**src/rtl/wfad_pkg.sv**
```systemverilog
// shared constants for the word format and address decode block
package wfad_pkg;
	localparam int WORD_W = 24;
	localparam int ADDR_W = 15;
	localparam int OP_W = 7;
	localparam int CHAR_W = 6;
	// big-endian bit numbers: machine bit n sits at vector index 23-n
	localparam int BIT_IND = 23;
	localparam int BIT_IDX = 22;
	localparam int BIT_NOIDX = 21;
	localparam int OP_HI = 21;
	localparam int OP_LO = 15;
	localparam int SIGN_BIT = 23;
	// char size codes: 0=6,1=12,2=18,3=24 bits
	localparam logic [1:0] CSZ_6 = 2'h0;
	localparam logic [1:0] CSZ_24 = 2'h3;
	localparam logic [2:0] NUM_IO_BUF = 3'h2;
	localparam int BASE_IRQ = 2;
	localparam int IRQ_GROUP = 8;
	localparam int ADD_CYCLES = 2;
	// axi register offsets
	localparam logic [7:0] A_CTRL = 8'h00;
	localparam logic [7:0] A_STATUS = 8'h04;
	localparam logic [7:0] A_INSTR = 8'h08;
	localparam logic [7:0] A_INDEX = 8'h0c;
	localparam logic [7:0] A_NEXTPTR = 8'h10;
	localparam logic [7:0] A_EFFADDR = 8'h14;
	localparam logic [7:0] A_MAINREG = 8'h18;
	localparam logic [7:0] A_EXTREG = 8'h1c;
	localparam logic [7:0] A_MEMBUF = 8'h20;
	localparam logic [7:0] A_CYCLES = 8'h24;
	localparam logic [7:0] A_IOCFG = 8'h28;
	localparam logic [7:0] A_IOWORD = 8'h2c;
	localparam logic [1:0] RESP_OK = 2'h0;
	localparam logic [1:0] RESP_ERR = 2'h2;
endpackage

```
**src/rtl/wfad_char_asm.sv**
```systemverilog
// character buffer: assembles characters into 24-bit words
`timescale 1ns/1ps
module wfad_char_asm #(
	parameter int W = 24,
	parameter int C = 6
) (
	// clock and reset
	input wire logic clk,
	input wire logic rst_b,
	// character side
	input wire logic charValid,
	input wire logic [W-1:0] charData,
	input wire logic [1:0] charSize,
	// word side
	output logic wordValid,
	output logic [W-1:0] wordData
);
	logic [W-1:0] shift_q;
	logic [2:0] fill_q;
	logic [2:0] need;
	assign need = 3'(W / C) >> charSize; // 4,2,1(18->1 with remainder),0
	// characters shift in from the right, the word leaves when full, or after each character at 18 bits
	always_ff @(posedge clk or negedge rst_b) begin
		if (!rst_b) begin
			shift_q <= '0;
			fill_q <= '0;
			wordValid <= 1'b0;
			wordData <= '0;
		end else begin
			wordValid <= 1'b0;
			if (charValid) begin
				if (charSize == wfad_pkg::CSZ_24 || fill_q + 3'h1 >= need) begin
					wordValid <= 1'b1;
					wordData <= (charSize == wfad_pkg::CSZ_24) ? charData :
						W'((shift_q << (C * (32'(charSize) + 1))) | charData);
					fill_q <= '0;
					shift_q <= '0;
				end else begin
					shift_q <= W'((shift_q << (C * (32'(charSize) + 1))) | charData);
					fill_q <= fill_q + 3'h1;
				end
			end
		end
	end
endmodule

```
**src/rtl/wfad_core.sv**
```systemverilog
// instruction field decode and effective address formation over axi4-lite
// Functional notes
// - words are 24 bits, bit 0 is the leftmost
// - bit 0 is the sign, negatives in two's complement
// - character words hold four six-bit characters
// - opcode from bits 2-8, address from bits 9-23
// - bit 0 set makes the address point at the real address
// - bit 1 set adds low 15 index bits to the address
// - bit 2 set suppresses indexing
// - next instruction pointer always holds the next instruction address
// - all memory traffic passes through the memory buffer register
// - index register is 24 bits, low bits used for indexing
// - extension register holds the low half in double precision
// - address is 15 bits, up to 32768 words
// - io buffer moves 6, 12, 18 or 24 bit characters
// - a second character buffer lets two transfers interlace; here the two buffers take turns on whole words of the one character input
// - parallel channel moves whole 24-bit words
// - two interrupt channels standard, more in groups of eight
// - instructions can enable and disable interrupts
// - lock-up mode stalls on io, interrupt mode overlaps; here ioStall rises for character input only, never for the parallel channel
// - basic add takes two machine cycles
// - indirect chains have no depth limit
// - io buffers assemble characters into words for memory
// - index is added before the indirect fetch
// - each indirect level adds one machine cycle
//
// The AXI4-Lite register port and the placing of the registers are this design's own decisions.
`timescale 1ns/1ps
module wfad_core #(
	parameter int IRQ_GROUPS = 0
) (
	// clock and reset
	input wire logic clk,
	input wire logic rst_b,
	// axi4-lite write address
	input wire logic awvalid,
	output logic awready,
	input wire logic [7:0] awaddr,
	// axi4-lite write data
	input wire logic wvalid,
	output logic wready,
	input wire logic [31:0] wdata,
	input wire logic [3:0] wstrb,
	// axi4-lite write response
	output logic bvalid,
	input wire logic bready,
	output logic [1:0] bresp,
	// axi4-lite read
	input wire logic arvalid,
	output logic arready,
	input wire logic [7:0] araddr,
	output logic rvalid,
	input wire logic rready,
	output logic [31:0] rdata,
	output logic [1:0] rresp,
	// core memory port
	output logic memRead,
	output logic [wfad_pkg::ADDR_W-1:0] memAddr,
	input wire logic memAck,
	input wire logic [wfad_pkg::WORD_W-1:0] memRdata,
	// character and parallel io
	input wire logic ioCharValid,
	input wire logic [wfad_pkg::WORD_W-1:0] ioCharData,
	input wire logic ioParValid,
	input wire logic [wfad_pkg::WORD_W-1:0] ioParData,
	// decode results
	output logic busy,
	output logic ioStall,
	output logic irqEnable
);
	localparam int W = wfad_pkg::WORD_W;
	localparam int A = wfad_pkg::ADDR_W;
	localparam int NIRQ = wfad_pkg::BASE_IRQ + wfad_pkg::IRQ_GROUP * IRQ_GROUPS;

	typedef enum logic [1:0] {WFAD_IDLE, WFAD_FETCH, WFAD_DONE} wfad_state_t;

	wfad_state_t state_q;
	logic [W-1:0] instr_q, index_q, mainReg_q, extReg_q, memBuf_q, ioWord_q;
	logic [A-1:0] nextPtr_q, effAddr_q;
	logic [15:0] cycles_q;
	logic lockMode_q, start_q, secondBuf_q;
	logic [1:0] charSize_q;
	logic ackMeta_q, ackSync_q, charMeta_q, charSync_q, parMeta_q, parSync_q;
	logic [W-1:0] rdMeta_q, rdSync_q, chMeta_q, chSync_q, pwMeta_q, pwSync_q;
	logic asmValid;
	logic [wfad_pkg::NUM_IO_BUF-1:0] asmValidV;
	logic [W-1:0] asmWordV [wfad_pkg::NUM_IO_BUF];
	logic bufSel_q;
	logic [W-1:0] asmWord;
	logic [A-1:0] indexed;
	logic indirect;
	logic awHeld_q, wHeld_q;
	logic [7:0] awAddr_q;
	logic [31:0] wData_q;
	logic [3:0] wStrb_q;

	//////////////////////////////////////////////////////////////////////////
	// field decode of a word: bit n lives at index 23-n
	function automatic logic [A-1:0] addrOf(input logic [W-1:0] w);
		addrOf = w[A-1:0];
	endfunction
	function automatic logic [A-1:0] addIdx(input logic [W-1:0] w, input logic [W-1:0] x);
		logic doIdx;
		doIdx = w[wfad_pkg::BIT_IDX] & ~w[wfad_pkg::BIT_NOIDX];
		addIdx = doIdx ? A'(addrOf(w) + x[A-1:0]) : addrOf(w);
	endfunction

	assign indexed = addIdx(memBuf_q, index_q); // index before indirection
	assign indirect = memBuf_q[wfad_pkg::BIT_IND];

	//////////////////////////////////////////////////////////////////////////
	// pin inputs pass two flip-flops before use
	always_ff @(posedge clk or negedge rst_b) begin
		if (!rst_b) begin
			ackMeta_q <= 1'b0;
			ackSync_q <= 1'b0;
			charMeta_q <= 1'b0;
			charSync_q <= 1'b0;
			parMeta_q <= 1'b0;
			parSync_q <= 1'b0;
			rdMeta_q <= '0;
			rdSync_q <= '0;
			chMeta_q <= '0;
			chSync_q <= '0;
			pwMeta_q <= '0;
			pwSync_q <= '0;
		end else begin
			ackMeta_q <= memAck;
			ackSync_q <= ackMeta_q;
			charMeta_q <= ioCharValid;
			charSync_q <= charMeta_q;
			parMeta_q <= ioParValid;
			parSync_q <= parMeta_q;
			rdMeta_q <= memRdata;
			rdSync_q <= rdMeta_q;
			chMeta_q <= ioCharData;
			chSync_q <= chMeta_q;
			pwMeta_q <= ioParData;
			pwSync_q <= pwMeta_q;
		end
	end

	//////////////////////////////////////////////////////////////////////////
	// address chain: one machine cycle per step, no depth limit
	// memory ack is a level held until memRead drops; the fsm waits for it to fall
	logic ackSeen_q;
	always_ff @(posedge clk or negedge rst_b) begin
		if (!rst_b) begin
			state_q <= WFAD_IDLE;
			memBuf_q <= '0;
			effAddr_q <= '0;
			cycles_q <= '0;
			memRead <= 1'b0;
			memAddr <= '0;
			busy <= 1'b0;
			ackSeen_q <= 1'b0;
			nextPtr_q <= '0;
		end else begin
			case (state_q)
				WFAD_IDLE: begin
					if (start_q) begin
						memBuf_q <= instr_q;
						cycles_q <= 16'(wfad_pkg::ADD_CYCLES);
						busy <= 1'b1;
						state_q <= WFAD_DONE;
						if (instr_q[wfad_pkg::BIT_IND]) begin
							state_q <= WFAD_FETCH;
						end
						memAddr <= addIdx(instr_q, index_q);
						memRead <= instr_q[wfad_pkg::BIT_IND];
						ackSeen_q <= 1'b0;
					end
				end
				WFAD_FETCH: begin
					if (ackSync_q && !ackSeen_q) begin
						memBuf_q <= rdSync_q; // pointer word lands here
						cycles_q <= cycles_q + 16'h0001;
						memRead <= 1'b0;
						ackSeen_q <= 1'b1;
					end else if (ackSeen_q && !ackSync_q) begin
						ackSeen_q <= 1'b0;
						if (indirect) begin
							memAddr <= indexed;
							memRead <= 1'b1;
						end else begin
							state_q <= WFAD_DONE;
						end
					end
				end
				default: begin
					effAddr_q <= (memBuf_q == instr_q) ? addIdx(instr_q, index_q) : indexed;
					busy <= 1'b0;
					nextPtr_q <= A'(nextPtr_q + {{(A-1){1'b0}}, 1'b1});
					state_q <= WFAD_IDLE;
				end
			endcase
		end
	end

	//////////////////////////////////////////////////////////////////////////
	// two character buffers in one loop; with the second on, full words alternate
	// between them so one can hand its word off while the other fills
	for (genvar gi = 0; gi < int'(wfad_pkg::NUM_IO_BUF); gi++) begin : g_buf
		wfad_char_asm #(.W(W), .C(wfad_pkg::CHAR_W)) u_asm (
			.clk(clk),
			.rst_b(rst_b),
			.charValid(charSync_q && (bufSel_q == 1'(gi))),
			.charData(chSync_q),
			.charSize(charSize_q),
			.wordValid(asmValidV[gi]),
			.wordData(asmWordV[gi])
		);
	end
	assign asmValid = |asmValidV;
	assign asmWord = asmValidV[1] ? asmWordV[1] : asmWordV[0];

	// steering flips a cycle after a word leaves, so with the second buffer on
	// characters must stand at least two clocks apart
	always_ff @(posedge clk or negedge rst_b) begin
		if (!rst_b) begin
			bufSel_q <= 1'b0;
		end else if (!secondBuf_q) begin
			bufSel_q <= 1'b0;
		end else if (asmValid) begin
			bufSel_q <= ~bufSel_q;
		end
	end

	// io word landing and lock-up stall
	always_ff @(posedge clk or negedge rst_b) begin
		if (!rst_b) begin
			ioWord_q <= '0;
			ioStall <= 1'b0;
		end else begin
			if (parSync_q) begin
				ioWord_q <= pwSync_q;
			end else if (asmValid) begin
				ioWord_q <= asmWord;
			end
			ioStall <= lockMode_q & charSync_q & ~asmValid;
		end
	end

	//////////////////////////////////////////////////////////////////////////
	// axi4-lite write: address and data taken in either order
	always_ff @(posedge clk or negedge rst_b) begin
		if (!rst_b) begin
			awready <= 1'b1;
			wready <= 1'b1;
			awHeld_q <= 1'b0;
			wHeld_q <= 1'b0;
			awAddr_q <= '0;
			wData_q <= '0;
			wStrb_q <= '0;
			bvalid <= 1'b0;
			bresp <= wfad_pkg::RESP_OK;
			instr_q <= '0;
			index_q <= '0;
			mainReg_q <= '0;
			extReg_q <= '0;
			lockMode_q <= 1'b1;
			irqEnable <= 1'b0;
			charSize_q <= wfad_pkg::CSZ_6;
			secondBuf_q <= 1'b0;
			start_q <= 1'b0;
		end else begin
			start_q <= 1'b0;
			if (awvalid && awready) begin
				awAddr_q <= awaddr;
				awHeld_q <= 1'b1;
				awready <= 1'b0;
			end
			if (wvalid && wready) begin
				wData_q <= wdata;
				wStrb_q <= wstrb;
				wHeld_q <= 1'b1;
				wready <= 1'b0;
			end
			if (awHeld_q && wHeld_q && !bvalid) begin
				bvalid <= 1'b1;
				bresp <= wfad_pkg::RESP_OK;
				if (!(&wStrb_q[2:0])) begin
					bresp <= wfad_pkg::RESP_ERR; // partial words refused
				end else if (awAddr_q == wfad_pkg::A_CTRL) begin
					lockMode_q <= wData_q[0];
					irqEnable <= wData_q[1];
					charSize_q <= wData_q[3:2];
					secondBuf_q <= wData_q[4];
				end else if (awAddr_q == wfad_pkg::A_INSTR) begin
					instr_q <= wData_q[W-1:0];
					start_q <= ~busy;
				end else if (awAddr_q == wfad_pkg::A_INDEX) begin
					index_q <= wData_q[W-1:0];
				end else if (awAddr_q == wfad_pkg::A_MAINREG) begin
					mainReg_q <= wData_q[W-1:0];
				end else if (awAddr_q == wfad_pkg::A_EXTREG) begin
					extReg_q <= wData_q[W-1:0];
				end else begin
					bresp <= wfad_pkg::RESP_ERR;
				end
			end
			if (bvalid && bready) begin
				bvalid <= 1'b0;
				awHeld_q <= 1'b0;
				wHeld_q <= 1'b0;
				awready <= 1'b1;
				wready <= 1'b1;
			end
		end
	end

	//////////////////////////////////////////////////////////////////////////
	// axi4-lite read; 24-bit words sign-free in low bits, upper bits zero
	always_ff @(posedge clk or negedge rst_b) begin
		if (!rst_b) begin
			arready <= 1'b1;
			rvalid <= 1'b0;
			rdata <= '0;
			rresp <= wfad_pkg::RESP_OK;
		end else begin
			if (arvalid && arready) begin
				arready <= 1'b0;
				rvalid <= 1'b1;
				rresp <= wfad_pkg::RESP_OK;
				if (araddr == wfad_pkg::A_CTRL) begin
					rdata <= {27'h0, secondBuf_q, charSize_q, irqEnable, lockMode_q};
				end else if (araddr == wfad_pkg::A_STATUS) begin
					rdata <= {16'(NIRQ), 6'h0, mainReg_q[wfad_pkg::SIGN_BIT], ioStall, busy,
						instr_q[wfad_pkg::OP_HI:wfad_pkg::OP_LO]};
				end else if (araddr == wfad_pkg::A_INSTR) begin
					rdata <= {8'h0, instr_q};
				end else if (araddr == wfad_pkg::A_INDEX) begin
					rdata <= {8'h0, index_q};
				end else if (araddr == wfad_pkg::A_NEXTPTR) begin
					rdata <= {17'h0, nextPtr_q};
				end else if (araddr == wfad_pkg::A_EFFADDR) begin
					rdata <= {17'h0, effAddr_q};
				end else if (araddr == wfad_pkg::A_MAINREG) begin
					rdata <= {8'h0, mainReg_q};
				end else if (araddr == wfad_pkg::A_EXTREG) begin
					rdata <= {8'h0, extReg_q};
				end else if (araddr == wfad_pkg::A_MEMBUF) begin
					rdata <= {8'h0, memBuf_q};
				end else if (araddr == wfad_pkg::A_CYCLES) begin
					rdata <= {16'h0, cycles_q};
				end else if (araddr == wfad_pkg::A_IOWORD) begin
					rdata <= {8'h0, ioWord_q};
				end else if (araddr == wfad_pkg::A_IOCFG) begin
					rdata <= {29'h0, wfad_pkg::NUM_IO_BUF};
				end else begin
					rdata <= '0;
					rresp <= wfad_pkg::RESP_ERR;
				end
			end
			if (rvalid && rready) begin
				rvalid <= 1'b0;
				arready <= 1'b1;
			end
		end
	end
endmodule

```
**config.mk**
```make
export PLATFORM = sky130hd
export DESIGN_NAME = wfad_core
export DESIGN_NICKNAME = d
export VERILOG_FILES = /design/src/rtl/wfad_pkg.sv /design/src/rtl/wfad_char_asm.sv /design/src/rtl/wfad_core.sv
export SDC_FILE = /design/constraint.sdc
export NUM_CORES = 1
export LEC_CHECK = 0
export ABC_CLOCK_PERIOD_IN_PS = 3450
export BUFFER_PORTS_ARGS = -buffer_cell sky130_fd_sc_hd__buf_4
export CELL_PAD_IN_SITES_DETAIL_PLACEMENT = 0
export CELL_PAD_IN_SITES_GLOBAL_PLACEMENT = 1
export CORE_UTILIZATION = 49
export CTS_CLUSTER_SIZE = 8
export DETAILED_ROUTE_END_ITERATION = 16
export PLACE_DENSITY_LB_ADDON = 0.15
export SLEW_MARGIN = 20
export SYNTH_ARGS = -nofsm -noshare
export SYNTH_HDL_FRONTEND = slang
export SYNTH_HIERARCHICAL = 1
export SYNTH_SLANG_ARGS = --single-unit
```
**constraint.sdc**
```tcl
create_clock -name clk -period 3.45 [get_ports clk]
set_input_delay 0.8625 -clock clk [delete_from_list [all_inputs] [get_ports clk]]
set_output_delay 0.8625 -clock clk [all_outputs]
set_load 0.01 [all_outputs]
```
# Yosys cells after proc, flatten, opt, wreduce, memory -nomap -nowiden
# Index checks and enable logic that the tools add are counted.
op_classes:
  n_addsub: 7
  multipliers: 1
  magnitude_cmp: 2
  n_eq_ne: 27
  shift: 3
  muxes: 94
  n_bitwise: 16
  reduce_logical: 41
ops:
  columns: ["cell", "count"]
  rows:
  - ["two-way mux 24 bit", 20]
  - ["two-way mux 15 bit", 7]
  - ["<< shifter 24 x 32 -> 24 bit", 2]
  - ["== test 8 x 5 -> 1 bit (second input constant)", 6]
  - ["two-way mux 2 bit", 24]
  - ["OR 24 bit", 2]
  - ["case mux 24 bit (2 select lines)", 1]
  - ["== test 8 x 4 -> 1 bit (second input constant)", 4]
  - ["== test 8 x 6 -> 1 bit (second input constant)", 4]
  - ["multiplier 2 x 32 -> 31 bit (first input constant)", 1]
  - ["two-way mux 1 bit", 32]
  - ["two-way mux 16 bit", 2]
  - ["case mux 16 bit (2 select lines)", 1]
  - ["adder 15 bit", 2]
  - ["case mux 15 bit (2 select lines)", 1]
  - ["== test 24 bit", 1]
  - ["adder 16 x 1 -> 16 bit (second input constant)", 1]
  - ["logical NOT 8 bit", 2]
  - ["adder 15 x 1 -> 15 bit (second input constant)", 1]
  - ["inequality test 2 bit (second input constant)", 6]
  - ["nonzero test 2 bit", 6]
  - ["logical AND 1 bit", 11]
  - ["NOT 1 bit", 10]
  - ["AND reduction 5 bit", 2]
  - ["24 further kinds", 42]
totals:
  reg_bits: 550
  in_bits: 134
  output_inout_bits: 60
  word_cells: 245

# Longest topological paths before layout
# Gate-level depths: netlist of the first run.
depth:
  word_depth: 13
  depth_mapped: 15

# Cells and area by module
# Netlist of the first run, hierarchy kept.
modules_own_cells:
  columns: ["mod", "n_inst", "cells_per_inst", "area_per_inst_um2", "seq_area_each_um2"]
  rows:
  - ["wfad_core", 1, 1624, 18895.6, 10915.5]
  - ["wfad_char_asm", 2, 332, 3323.2, 1301.2]

# Least setup slack after synthesis of the first run
# Ideal clock, no wire load.
synth_timing:
  kind: "register to register"
  start: "register charSize_q[0]"
  end: "register g_buf[1].u_asm.shift_q[10]"
  t_arrival_ns: 2.690
  setup_slack_ns: 0.682
  path_stages_with_launch: 15
  n_path_buf: 6
  period_less_slack_ns: 2.768
  cell_sequence: "dfrtp_1 buf_6 buf_6 buf_4 inv_1 ha_1 buf_4 inv_1 ha_1 a211oi_1 o21ai_1 or2_2 clkbuf_1 buf_2 o2bb2ai_1"
synth_via:
  elab_chain_cells: 5
synth_lines:
  columns: ["element", "line_no", "rtl"]
  rows:
  - ["from (decl)", "wfad_core.sv:82", "logic [1:0] charSize_q;"]
  - ["from (signal assigned)", "wfad_core.sv:263", "charSize_q <= wfad_pkg::CSZ_6;"]
  - ["from (signal assigned)", "wfad_core.sv:287", "charSize_q <= wData_q[3:2];"]
  - ["adder 2 x 1 -> 3 bit", "wfad_char_asm.sv:39", "shift_q <= W'((shift_q << (C * (32'(charSize) + 1))) | charData);"]
  - ["multiplier 2 x 32 -> 31 bit", "wfad_char_asm.sv:39", null]
  - ["<< shifter 24 x 32 -> 24 bit", "wfad_char_asm.sv:39", null]
  - ["OR 24 bit", "wfad_char_asm.sv:39", null]
  - ["two-way mux 24 bit *", "wfad_char_asm.sv:32", "if (charSize == wfad_pkg::CSZ_24 || fill_q + 3'h1 >= need) begin"]
  - ["to (signal assigned)", "wfad_char_asm.sv:39", null]
  - ["to (decl)", "wfad_char_asm.sv:18", "logic [W-1:0] shift_q;"]
# Every way passes the cells marked *; elsewhere a longest branch is shown, timed or not.
# A chain may end at the register's enable or synchronous reset.

# Worst setup path after layout of the first run
layout_timing:
  start: "register index_q[1]"
  end: "register effAddr_q[14]"
layout_via:
  elab_chain_cells: 3
layout_lines:
  columns: ["element", "line_no", "rtl"]
  rows:
  - ["from (decl)", "wfad_core.sv:78", "logic [W-1:0] instr_q, index_q, mainReg_q, extReg_q, memBuf_q, ioWord_q;"]
  - ["from (signal assigned)", "wfad_core.sv:293", "index_q <= wData_q[W-1:0];"]
  - ["adder 15 bit", "wfad_core.sv:105", "addIdx = doIdx ? A'(addrOf(w) + x[A-1:0]) : addrOf(w);"]
  - ["two-way mux 15 bit", "wfad_core.sv:105", null]
  - ["two-way mux 15 bit *", "wfad_core.sv:191", "effAddr_q <= (memBuf_q == instr_q) ? addIdx(instr_q, index_q) : indexed;"]
  - ["to (signal assigned)", "wfad_core.sv:191", null]
  - ["to (decl)", "wfad_core.sv:79", "logic [A-1:0] nextPtr_q, effAddr_q;"]
# Marked as above.

==> metrics.txt, run 1 <==
layout cells sized above 1=0.2314; die area=0.05304 sq mm; Hold Vio Cnt, Final=0; htree depth=3; critical path endpoint=effAddr_q[14]$_DFFE_PN0N_; Rows=83; share of the synthesized area in the top cell type=0.5251; Slew headroom=0.2843; TritonCTS Buffers=78; Worst R2R Setup Slack=0.39 ns; CP endpoint kind=flip-flop; Reg2Reg Capture Point=effAddr_q[14]$_DFFE_PN0N_; Clock Latency Late Sink=0.63 ns; largest family of logic cells by synthesized area=compound AO/OA/AOI/OAI gates; Worst VDD drop=0.4531 mV; Crit Path Max Fanout=4; Design Area, Final=approximately 0.030 sq mm; total track usage=0.3059; Final Wtd Congestion=0.9282; die height=approximately 230 um; Worst EP required=3.95 ns; placed cell area=0.02788 sq mm; register bit total from synthesis=540; TritonRoute pass-1 iters=6; root buffer cell=clkbuf_16; vias per cell=6.038; first-pass GRT wire length=121.0 mm; hold buffers post-CTS=0; Die X=230.3 um; RSZ-0062 raised after global routing=false; post-layout net count=2700; Max Clock Freq=326.8 MHz; top-count cell post-synth=dfrtp_1; vias in the first global route=19930; largest net degree at the start of global routing=65; Worst setup SP type=flip-flop; CTS tree=built; Synth Instances=between 2000 and 2500; Adder-Cell Fraction of Synth Area=0.02704; number of synthesized flops with an enable pin=0; Top-Level Pins=194; Port Buffers=174; Crit path arrival time=3.56 ns; Worst-Margin Slew=roughly 1.1 ns; placed cells=3112; Most used DFF post-synth=dfrtp_1; XOR/XNOR Fraction of Synth Area=0.02675; drt drc=0; Cell variety after synth=73; worst setup path startpoint=index_q[1]$_DFFE_PN0P_; Synth Area in Compound Gates=0.1550; Total Wirelength=78.95 mm; core area=0.05141 sq mm; LEAKAGE=about 14 nW; fin crit period=between 3 and 4 ns; Yosys warning count=6; status=complete, no violations; Layout Cells excl Fill=about 3200; Finish-stage setup viols=0; Initial Util=0.4969; wire length per cell=24.54 um; Max-cap violations=0; cell types occupying the most area after synthesis=dfrtp_1 (53%), mux2_2 (7.4%), nand2_1 (3.6%); Overflow after GRT=0; DR vias=19420; Clock Skew=0.01690 ns; Final HPWL DP=58.33 mm; mux share of post-synthesis cell area=0.1263; Initial DRC Count=roughly 1600; Setup TNS=0 ns; Async SR Flop Fraction=1.000; commonest cells in the netlist=dfrtp_1 (536), nand2_1 (244), mux2_2 (168); CP Class=flip-flop to flip-flop; post-synthesis simple-gate area fraction=0.1001; Area Overhead vs Synth=17.59%; power density over the cells=slightly below 600 mW/mm^2; Netlist Area Pre-Place=0.02554 sq mm; RR Startpoint=index_q[1]$_DFFE_PN0P_; Ant. Diodes=0; initial antenna violation count=2; R2R depth=10; Yosys top cell by area=dfrtp_1; period utilization=0.8870; Hold WC Path Type=primary input to async pin; fin. max-slew vios=0; post_cts resized=0; clk slew on worst S/H paths=0.05 ns; sequential share of the synthesized area=0.5292; # clock sinks=540; CTS Buffer Depth=3; Post-CTS Setup Repair Bufs=0; syn_area_per_cell=11.16 sq um; antenna viol nets, final=0
==> layout make-up <==
cell class	instances	area, sq um
clock inverter	8	106.4
sequential	540	13520
clock buffer	97	2044
timing repair buffer	274	2165
multi-input combinational	1575	11190
tap	680	850.8
fill	4341	21370
inverter	43	161.4
==> flip-flops by register name, indices dropped and copies added (netlist names), 3 cells and up <==
| signal | count |
|---|---|
| index_q | 24 |
| instr_q | 24 |
| nextPtr_q | 15 |
| awAddr_q | 8 |
| g_buf.u_asm/wordData | 48 |
| mainReg_q | 24 |
| chMeta_q | 24 |
| ioWord_q | 24 |
| g_buf.u_asm/fill_q | 6 |
| pwSync_q | 24 |
| effAddr_q | 15 |
| rdMeta_q | 24 |
| wData_q | 24 |
| memAddr | 15 |
| memBuf_q | 24 |
| rdata | 24 |
| extReg_q | 24 |
| wStrb_q | 3 |
| pwMeta_q | 24 |
| rdSync_q | 24 |
| g_buf.u_asm/shift_q | 48 |
| chSync_q | 24 |
| cycles_q | 16 |
==> worst min-delay path by stage <==
stage / startpoint / to / slack, ns / cells after the start
6_report: rst_b / rdMeta_q[4]$_DFF_PN0_ / 0.22 / 1
5_1_grt: rst_b / effAddr_q[0]$_DFFE_PN0N_ / 0.26 / 1
3_5_place_dp: chMeta_q[3]$_DFF_PN0_ / chSync_q[3]$_DFF_PN0_ / 0.33 / 0
4_1_cts: rst_b / extReg_q[3]$_DFFE_PN0P_ / 0.24 / 1
2_1_floorplan: ackMeta_q$_DFF_PN0_ / ackSync_q$_DFF_PN0_ / 0.33 / 0
3_3_place_gp: chMeta_q[23]$_DFF_PN0_ / chSync_q[23]$_DFF_PN0_ / 0.33 / 0
==> cell families after synthesis <==
family                   after synthesis
AO/OA/AOI/OAI                        600
XOR/XNOR                              78
adder cells (fa/ha/maj)               54
buffers and inverters                182
flip-flops                           540
multiplexers                         269
other                                  1
AND/OR/NAND/NOR                      564
==> layer usage <==
metal,vias up,global-route usage,share of wire
li1,8766,-,-
met1,9782,0.3688,0.39
met2,656,0.5270,0.51
met3,217,0.04129,0.044
met4,2,0.1728,0.058
met5,-,0,0.00015
==> metrics by stage <==
stage	util	total power, mW	setup WS, ns	hold WS [ns]
3_5_place_dp	0.5423	10.91	0.1862	0.3347
6_report	0.5843	17.70	0.3900	0.2150
2_1_floorplan	-	9.597	0.6817	0.3312
5_1_grt	0.5843	18.49	0.2092	0.2589
3_3_place_gp	0.5421	10.81	0.2111	0.3314
4_1_cts	0.5841	17.84	0.4121	0.2391
==> worst max-delay path: stages (launching register included) <==
cell      delay, ns
dfrtp_1        0.48
inv_1          0.16
fa_1           0.46
nor2b_1        0.21
o211ai_1       0.16
nand4_1        0.19
a31oi_1        0.14
a22oi_1        0.32
mux2i_1        0.35
mux2i_1        0.12
o41ai_1        0.35
==> report_power, final <==
part | switching (mW) | internal, mW | total [mW]
Sequential | 0.912 | 7.14 | 8.05
Combinational | 1.50 | 1.26 | 2.76
Clock | 2.76 | 4.13 | 6.88
Total | 5.17 | 12.5 | 17.7
==> layout by cell type (no fill, tap or decap), types with 11 or more instances in the layout <==
cell type,Yosys,routed
nor3_1,22,20
xnor2_1,46,44
a21oi_1,134,134
nand3_1,42,42
xor2_1,32,32
a22o_1,22,22
o21ai_1,34,34
o21ai_0,125,125
a21o_1,17,17
ha_1,52,52
o22ai_1,22,22
nand2_1,244,244
clkbuf_16,0,79
mux2_2,168,168
a211oi_1,11,11
o2111ai_1,12,12
mux2i_1,71,71
o21a_1,11,11
a31oi_1,47,47
nand2b_1,16,16
a22oi_1,19,19
buf_4,22,265
a221oi_1,28,28
nor2b_1,17,16
clkbuf_1,61,18
o2bb2ai_1,44,44
dfrtp_1,536,535
nor2_1,150,149
inv_1,43,43
nand4_1,15,15
mux4_2,24,24
Note: power is estimated with default switching activity, not from simulation.
==> inputs of run 2 (changes only) <==
Settings changed: ABC_CLOCK_PERIOD_IN_PS 3450 to 2670, CORE_UTILIZATION 49 to 44, GPL_TIMING_DRIVEN from default to 0.
Clock period 3.45 ns to 2.67 ns, I/O delays scaled along.
==> metrics.txt, run 2 (synthesis results as in run 1) <==
Psw=between 6 and 7 mW; Setup TNS=-0.002543 ns; period utilization=1.001; Final Power=around 23 mW; Crit path arrival time=between 3 and 4 ns; Rows=87; # clock sinks=540; Clock Latency Late Sink=0.62 ns; CP Class=flip-flop to flip-flop; first-pass GRT wire length=126.2 mm; power density over the cells=746.7 mW/mm^2; fin. max-slew vios=0; Largest regs=g_buf.u_asm/shift_q (48), g_buf.u_asm/wordData (48); TritonCTS Buffers=77; Layout Cells excl Fill=around 3400; Worst setup SP type=flip-flop; Slowest Stage Delay on Critical Path=around 0.47 ns; failing checks=setup timing; Die X=242.9 um; CTS tree=built; root buffer cell=clkbuf_16; LEAKAGE=around 14 nW; initial antenna violation count=0; Overflow after GRT=0; total internal power=around 16 mW; fin crit period=2.673 ns; RSZ-0062 raised after global routing=true; sequential power share=0.446; DR vias=19890; Max Clock Freq=374.2 MHz; crit-path cells=ha_4 > inv_2 > fa_2 > nor2b_4 > o211ai_1 > nand4_1 > a31oi_2 > a22oi_2 > mux2i_2 > buf_4 > xor2_1 > o211ai_1; Max-cap violations=0; Top-Level Pins=around 190; Design Area, Final=0.03125 sq mm; clk slew on worst S/H paths=0.05 ns; Ant. Diodes=0; Sw Ratio=0.2969; CTS Buffer Depth=3; die area=0.05902 sq mm; Slew headroom=0.3332; Total Wirelength=84.04 mm; Final Wtd Congestion=0.9030; Initial DRC Count=1602; drt drc=0; logic gate share of total power=0.178; CP endpoint kind=flip-flop; Final HPWL DP=62.00 mm; core area=0.05682 sq mm; wire length per cell=24.86 um; Worst VDD drop=roughly 0.47 mV; share of power burned in the clock network=0.377; status=complete, but fails checks; placed cell area=between 0.02 and 0.03 sq mm; htree depth=3; antenna viol nets, final=0; Util after Layout=0.5500; Hold WC Path Type=primary input to async pin; CP most frequent cell=o211ai_1; total track usage=0.2851; placed cells=about 3200; die height=approximately 240 um; most frequent cells in the layout=dfrtp_1 (520), buf_4 (245), nand2_1 (240), mux2_2 (164), nor2_1 (149); Initial Util=0.4495; post-layout net count=2790; Worst EP required=3.16 ns; Finish-stage setup viols=1; layout cells sized above 1=0.2767; Setup WS post-layout=-0.002543 ns; most common cell after layout, fill and taps aside=dfrtp_1; Crit-path slowest cell=dfrtp_2; TritonRoute pass-1 iters=6; Crit Path Max Fanout=3; Port Buffers=between 150 and 200; vias in the first global route=20300; Area Overhead vs Synth=22.36%; hold buffers post-CTS=0; Clock Skew=0.01950 ns; largest net degree at the start of global routing=between 100 and 150; vias per cell=around 6; Hold Vio Cnt, Final=0; Worst-Margin Slew=1.000 ns
[run 2: cell types whose count changed in the layout (fill, tap and decap cells not counted), sizes merged]
cell	change
inv	-1
buf	+27
clkbuf	+62
clkinv	-1
[run 2: layout make-up]
type,count,area [sq um]
fillers,4992,25570
flip-flops and latches,540,13540
multi-input cells,1575,11820
clock buffers,95,2016
repair buffers,230,1859
well taps,756,945.9
plain buffers,135,813.3
inverters,43,161.4
clock inverters,6,100.1
[run 2: metrics by stage]
stage / setup WS (ns) / hold WS (ns)
finish: -0.002543 / 0.02863
global route: -0.1449 / 0.07159
CTS: -0.001849 / 0.05141
detailed placement: -0.8266 / 0.3347
global placement: -5.257 / 0.3330
floorplan: 0.008521 / 0.3312
[run 2: worst paths after layout]
path | from | to | slack [ns] | depth (start not counted)
worst min register to register | chMeta_q[4]$_DFF_PN0_ | chSync_q[4]$_DFF_PN0_ | 0.33 | 0
min in group clk | ioCharValid | charMeta_q$_DFF_PN0_ | 0.15 | 1
worst min-delay path | rst_b | memAddr[11]$_DFFE_PN0P_ | 0.03 | 1
max in group asynchronous | rst_b | wready$_DFFE_PN1P_ | 1.21 | 3
worst max-delay path | index_q[0]$_DFFE_PN0P_ | memAddr[14]$_DFFE_PN0P_ | -0.003 | 12
worst max register to register | index_q[0]$_DFFE_PN0P_ | memAddr[14]$_DFFE_PN0P_ | -0.003 | 12
[run 2: timing repair]
action	in CTS	in global routing
gates resized for setup	108	72
endpoints found under the setup margin	146	148
buffers inserted	31	20
pin swaps	22	25
[run 2: power by group through the flow]
stage / logic [mW] / clock network [mW] / registers (mW)
3_5_place_dp: 3.71 / 0 / 10.5
6_report: 4.15 / 8.79 / 10.4
3_3_place_gp: 3.60 / 0 / 10.4
5_1_grt: 4.52 / 9.32 / 10.5
4_1_cts: 4.03 / 8.96 / 10.4
2_1_floorplan: 2.48 / 0 / 9.95
[run 2: worst max-delay path, delay by kind of cell, from the launching register on]
family | cells | cell delay [ns]
buf+inv | 2 | 0.19
compound gates | 4 | 0.57
fa+ha+maj | 2 | 0.57
simple gates | 2 | 0.34
xor+xnor | 1 | 0.13
flops | 1 | 0.47
mux | 1 | 0.29
[run 2: routing by layer]
layer / track usage / routed length (um)
met1: 0.3496 / 33470
met2: 0.5011 / 42990
met3: 0.03958 / 3801
met4: 0.1215 / 3775
met5: 0 / 0
==> inputs of run 3 (changes only) <==
Settings changed: CORE_UTILIZATION 44 to 45, CTS_BUF_LIST from default to sky130_fd_sc_hd__clkbuf_2, RECOVER_POWER from default to 50.
==> metrics.txt, run 3 (synthesis results as in run 1) <==
status=complete, but fails checks; failing checks=DRC, setup timing; Finish-stage setup viols=5; fin. max-slew vios=0; Final HPWL DP=61.93 mm; crit-path cells=buf_6; period utilization=1.025; Initial Util=0.4591; Largest regs=g_buf.u_asm/shift_q (48), g_buf.u_asm/wordData (48); die height=240.2 um; FF+latch area=~0.014 sq mm; Slowest Stage Delay on Critical Path=just under 0.6 ns; vias in the first global route=roughly 22000; Port Buffers=about 170; Worst VDD drop=0.4645 mV; Worst EP required=2.00 ns; # clock sinks=540; Final Wtd Congestion=0.9392; Detail Route met2 WL=45.53 mm; WL met1=34.04 mm; layout cells sized above 1=0.3124; Area Overhead vs Synth=31.59%; most frequent cells in the layout=dfrtp_1 (519), dlygate4sd3_1 (232), nand2_1 (231), clkbuf_2 (208), buf_4 (169); fin crit period=2.736 ns; Slew headroom=0.1284; htree depth=4; Hold Vio Cnt, Final=0; Max Clock Freq=365.5 MHz; drt drc=2; Hold WC Path Type=primary input to flip-flop; CTS Buffer Depth=3; Die X=~240 um; Fill cells=approximately 4600; most common cell after layout, fill and taps aside=dfrtp_1; CP delay by family, top=flip-flops; Crit path arrival time=2.07 ns; TritonRoute pass-1 iters=13; antenna viol nets, final=0; Critical path buffers and inverters=1; DR vias=21470; CP endpoint kind=output pin; largest net degree at the start of global routing=99; Crit-path slowest cell=dfstp_1; Setup WS post-layout=-0.06600 ns; vias per cell=approximately 5.7; Max-cap violations=0; Worst-Margin Slew=~1.3 ns; Clock Latency Late Sink=1.40 ns; Overflow after GRT=0; area of the multi-input gates=0.01223 sq mm; Total Wirelength=88.91 mm; Initial DRC Count=1526; LEAKAGE=15.09 nW; power density over the cells=626.5 mW/mm^2; wire length per cell=23.41 um; Util after Layout=0.6042; first-pass GRT wire length=133.9 mm; CP Class=flip-flop to output pin; core area=0.05563 sq mm; pre-CTS WS=-0.7522 ns; RSZ-0062 raised after global routing=true; root buffer cell=clkbuf_2; die area=about 0.058 sq mm; Top-Level Pins=194; wire length on met3=between 4 and 5 mm; post-layout net count=3127; Rows=86; Clock Skew=between 0.1 and 0.15 ns; initial antenna violation count=3; Crit Path Max Fanout=2; CTS tree=built; TritonCTS Buffers=142; Top Layer Used=met4; Worst setup SP type=flip-flop; clk slew on worst S/H paths=0.11 ns; total track usage=0.3158
## run 3: cell types whose count changed in the layout (fill, tap and decap cells not counted), sizes merged
cell	change
clkinvlp	+5
clkbuf	+188
bufinv	+3
buf	-45
clkinv	+30
dlygate4sd3	+232
diode	+12
inv	+1
## run 3: worst reg2reg max path, stage by stage (launching register included)
cell and delay [ns]:
dfrtp_2 0.51, ha_4 0.20, buf_4 0.13, a211oi_2 0.18
o21bai_1 0.11, a221o_1 0.35, a211oi_2 0.30, xnor2_1 0.16
o21ai_1 0.09, mux2_4 0.30, mux2_4 0.26
## run 3: what timing repair did
action	in CTS	in global routing
setup buffers	64	32
hold buffers	233	0
endpoints found under the setup margin	182	178
gates resized for setup	177	142
cloned	0	1
pin swaps	33	56
hold endpoints to repair	361	0
## run 3: worst paths after layout
check / to / start / depth (start not counted) / slack, ns
max reg2reg: effAddr_q[11]$_DFFE_PN0N_ / index_q[0]$_DFFE_PN0P_ / 10 / -0.05
max: awready / awready$_DFFE_PN1P_ / 1 / -0.07
min in group asynchronous: effAddr_q[9]$_DFFE_PN0N_ / rst_b / 4 / 0.76
min: awAddr_q[7]$_DFFE_PN0P_ / awaddr[7] / 3 / 0.14
min reg2reg: chSync_q[0]$_DFF_PN0_ / chMeta_q[0]$_DFF_PN0_ / 0 / 0.34
max in group asynchronous: g_buf[1].u_asm/shift_q[13]$_DFFE_PN0P_ / rst_b / 6 / 0.15
## run 3: stage by stage
stage                     area (sq um)  power (mW)  setup TNS [ns]  std cells  hold slack, ns
final                            33610       21.06         -0.1945       3798          0.1407
after global placement           27850       14.02        -2558.12       3219          0.3318
after CTS                        32920       20.83          -1.377       3762        0.002052
after floorplan                  25610       12.43               0       2297          0.3312
after detailed placement         28020       14.19          -74.14       3225          0.3347
after global routing             33600       22.15          -5.228       3796         0.04018
## run 3: power breakdown
group / total (mW) / leakage, nW / internal, mW / switching (mW)
logic: 4.78 / 7.20 / 2.31 / 2.46
clock network: 5.94 / 0.968 / 2.33 / 3.61
registers: 10.3 / 6.92 / 9.19 / 1.15
total: 21.1 / 15.1 / 13.8 / 7.22
## run 3: metal layers
layer / up-vias / track usage
met4: 0 / 0.1845
met1: 10760 / 0.3695
met2: 747 / 0.5463
met3: 251 / 0.05235
li1: 9706 / -
met5: - / 0
## run 3: layout make-up
cell class	instances	area share
Sequential cell	540	0.4029
Clock buffer	198	0.02948
Timing Repair Buffer	505	0.1363
Clock inverter	45	0.009158
Multi-Input combinational cell	1575	0.3640
Buffer	132	0.02427
Inverter	43	0.005137
Tap cell	748	0.02785
Antenna cell	12	0.0008935
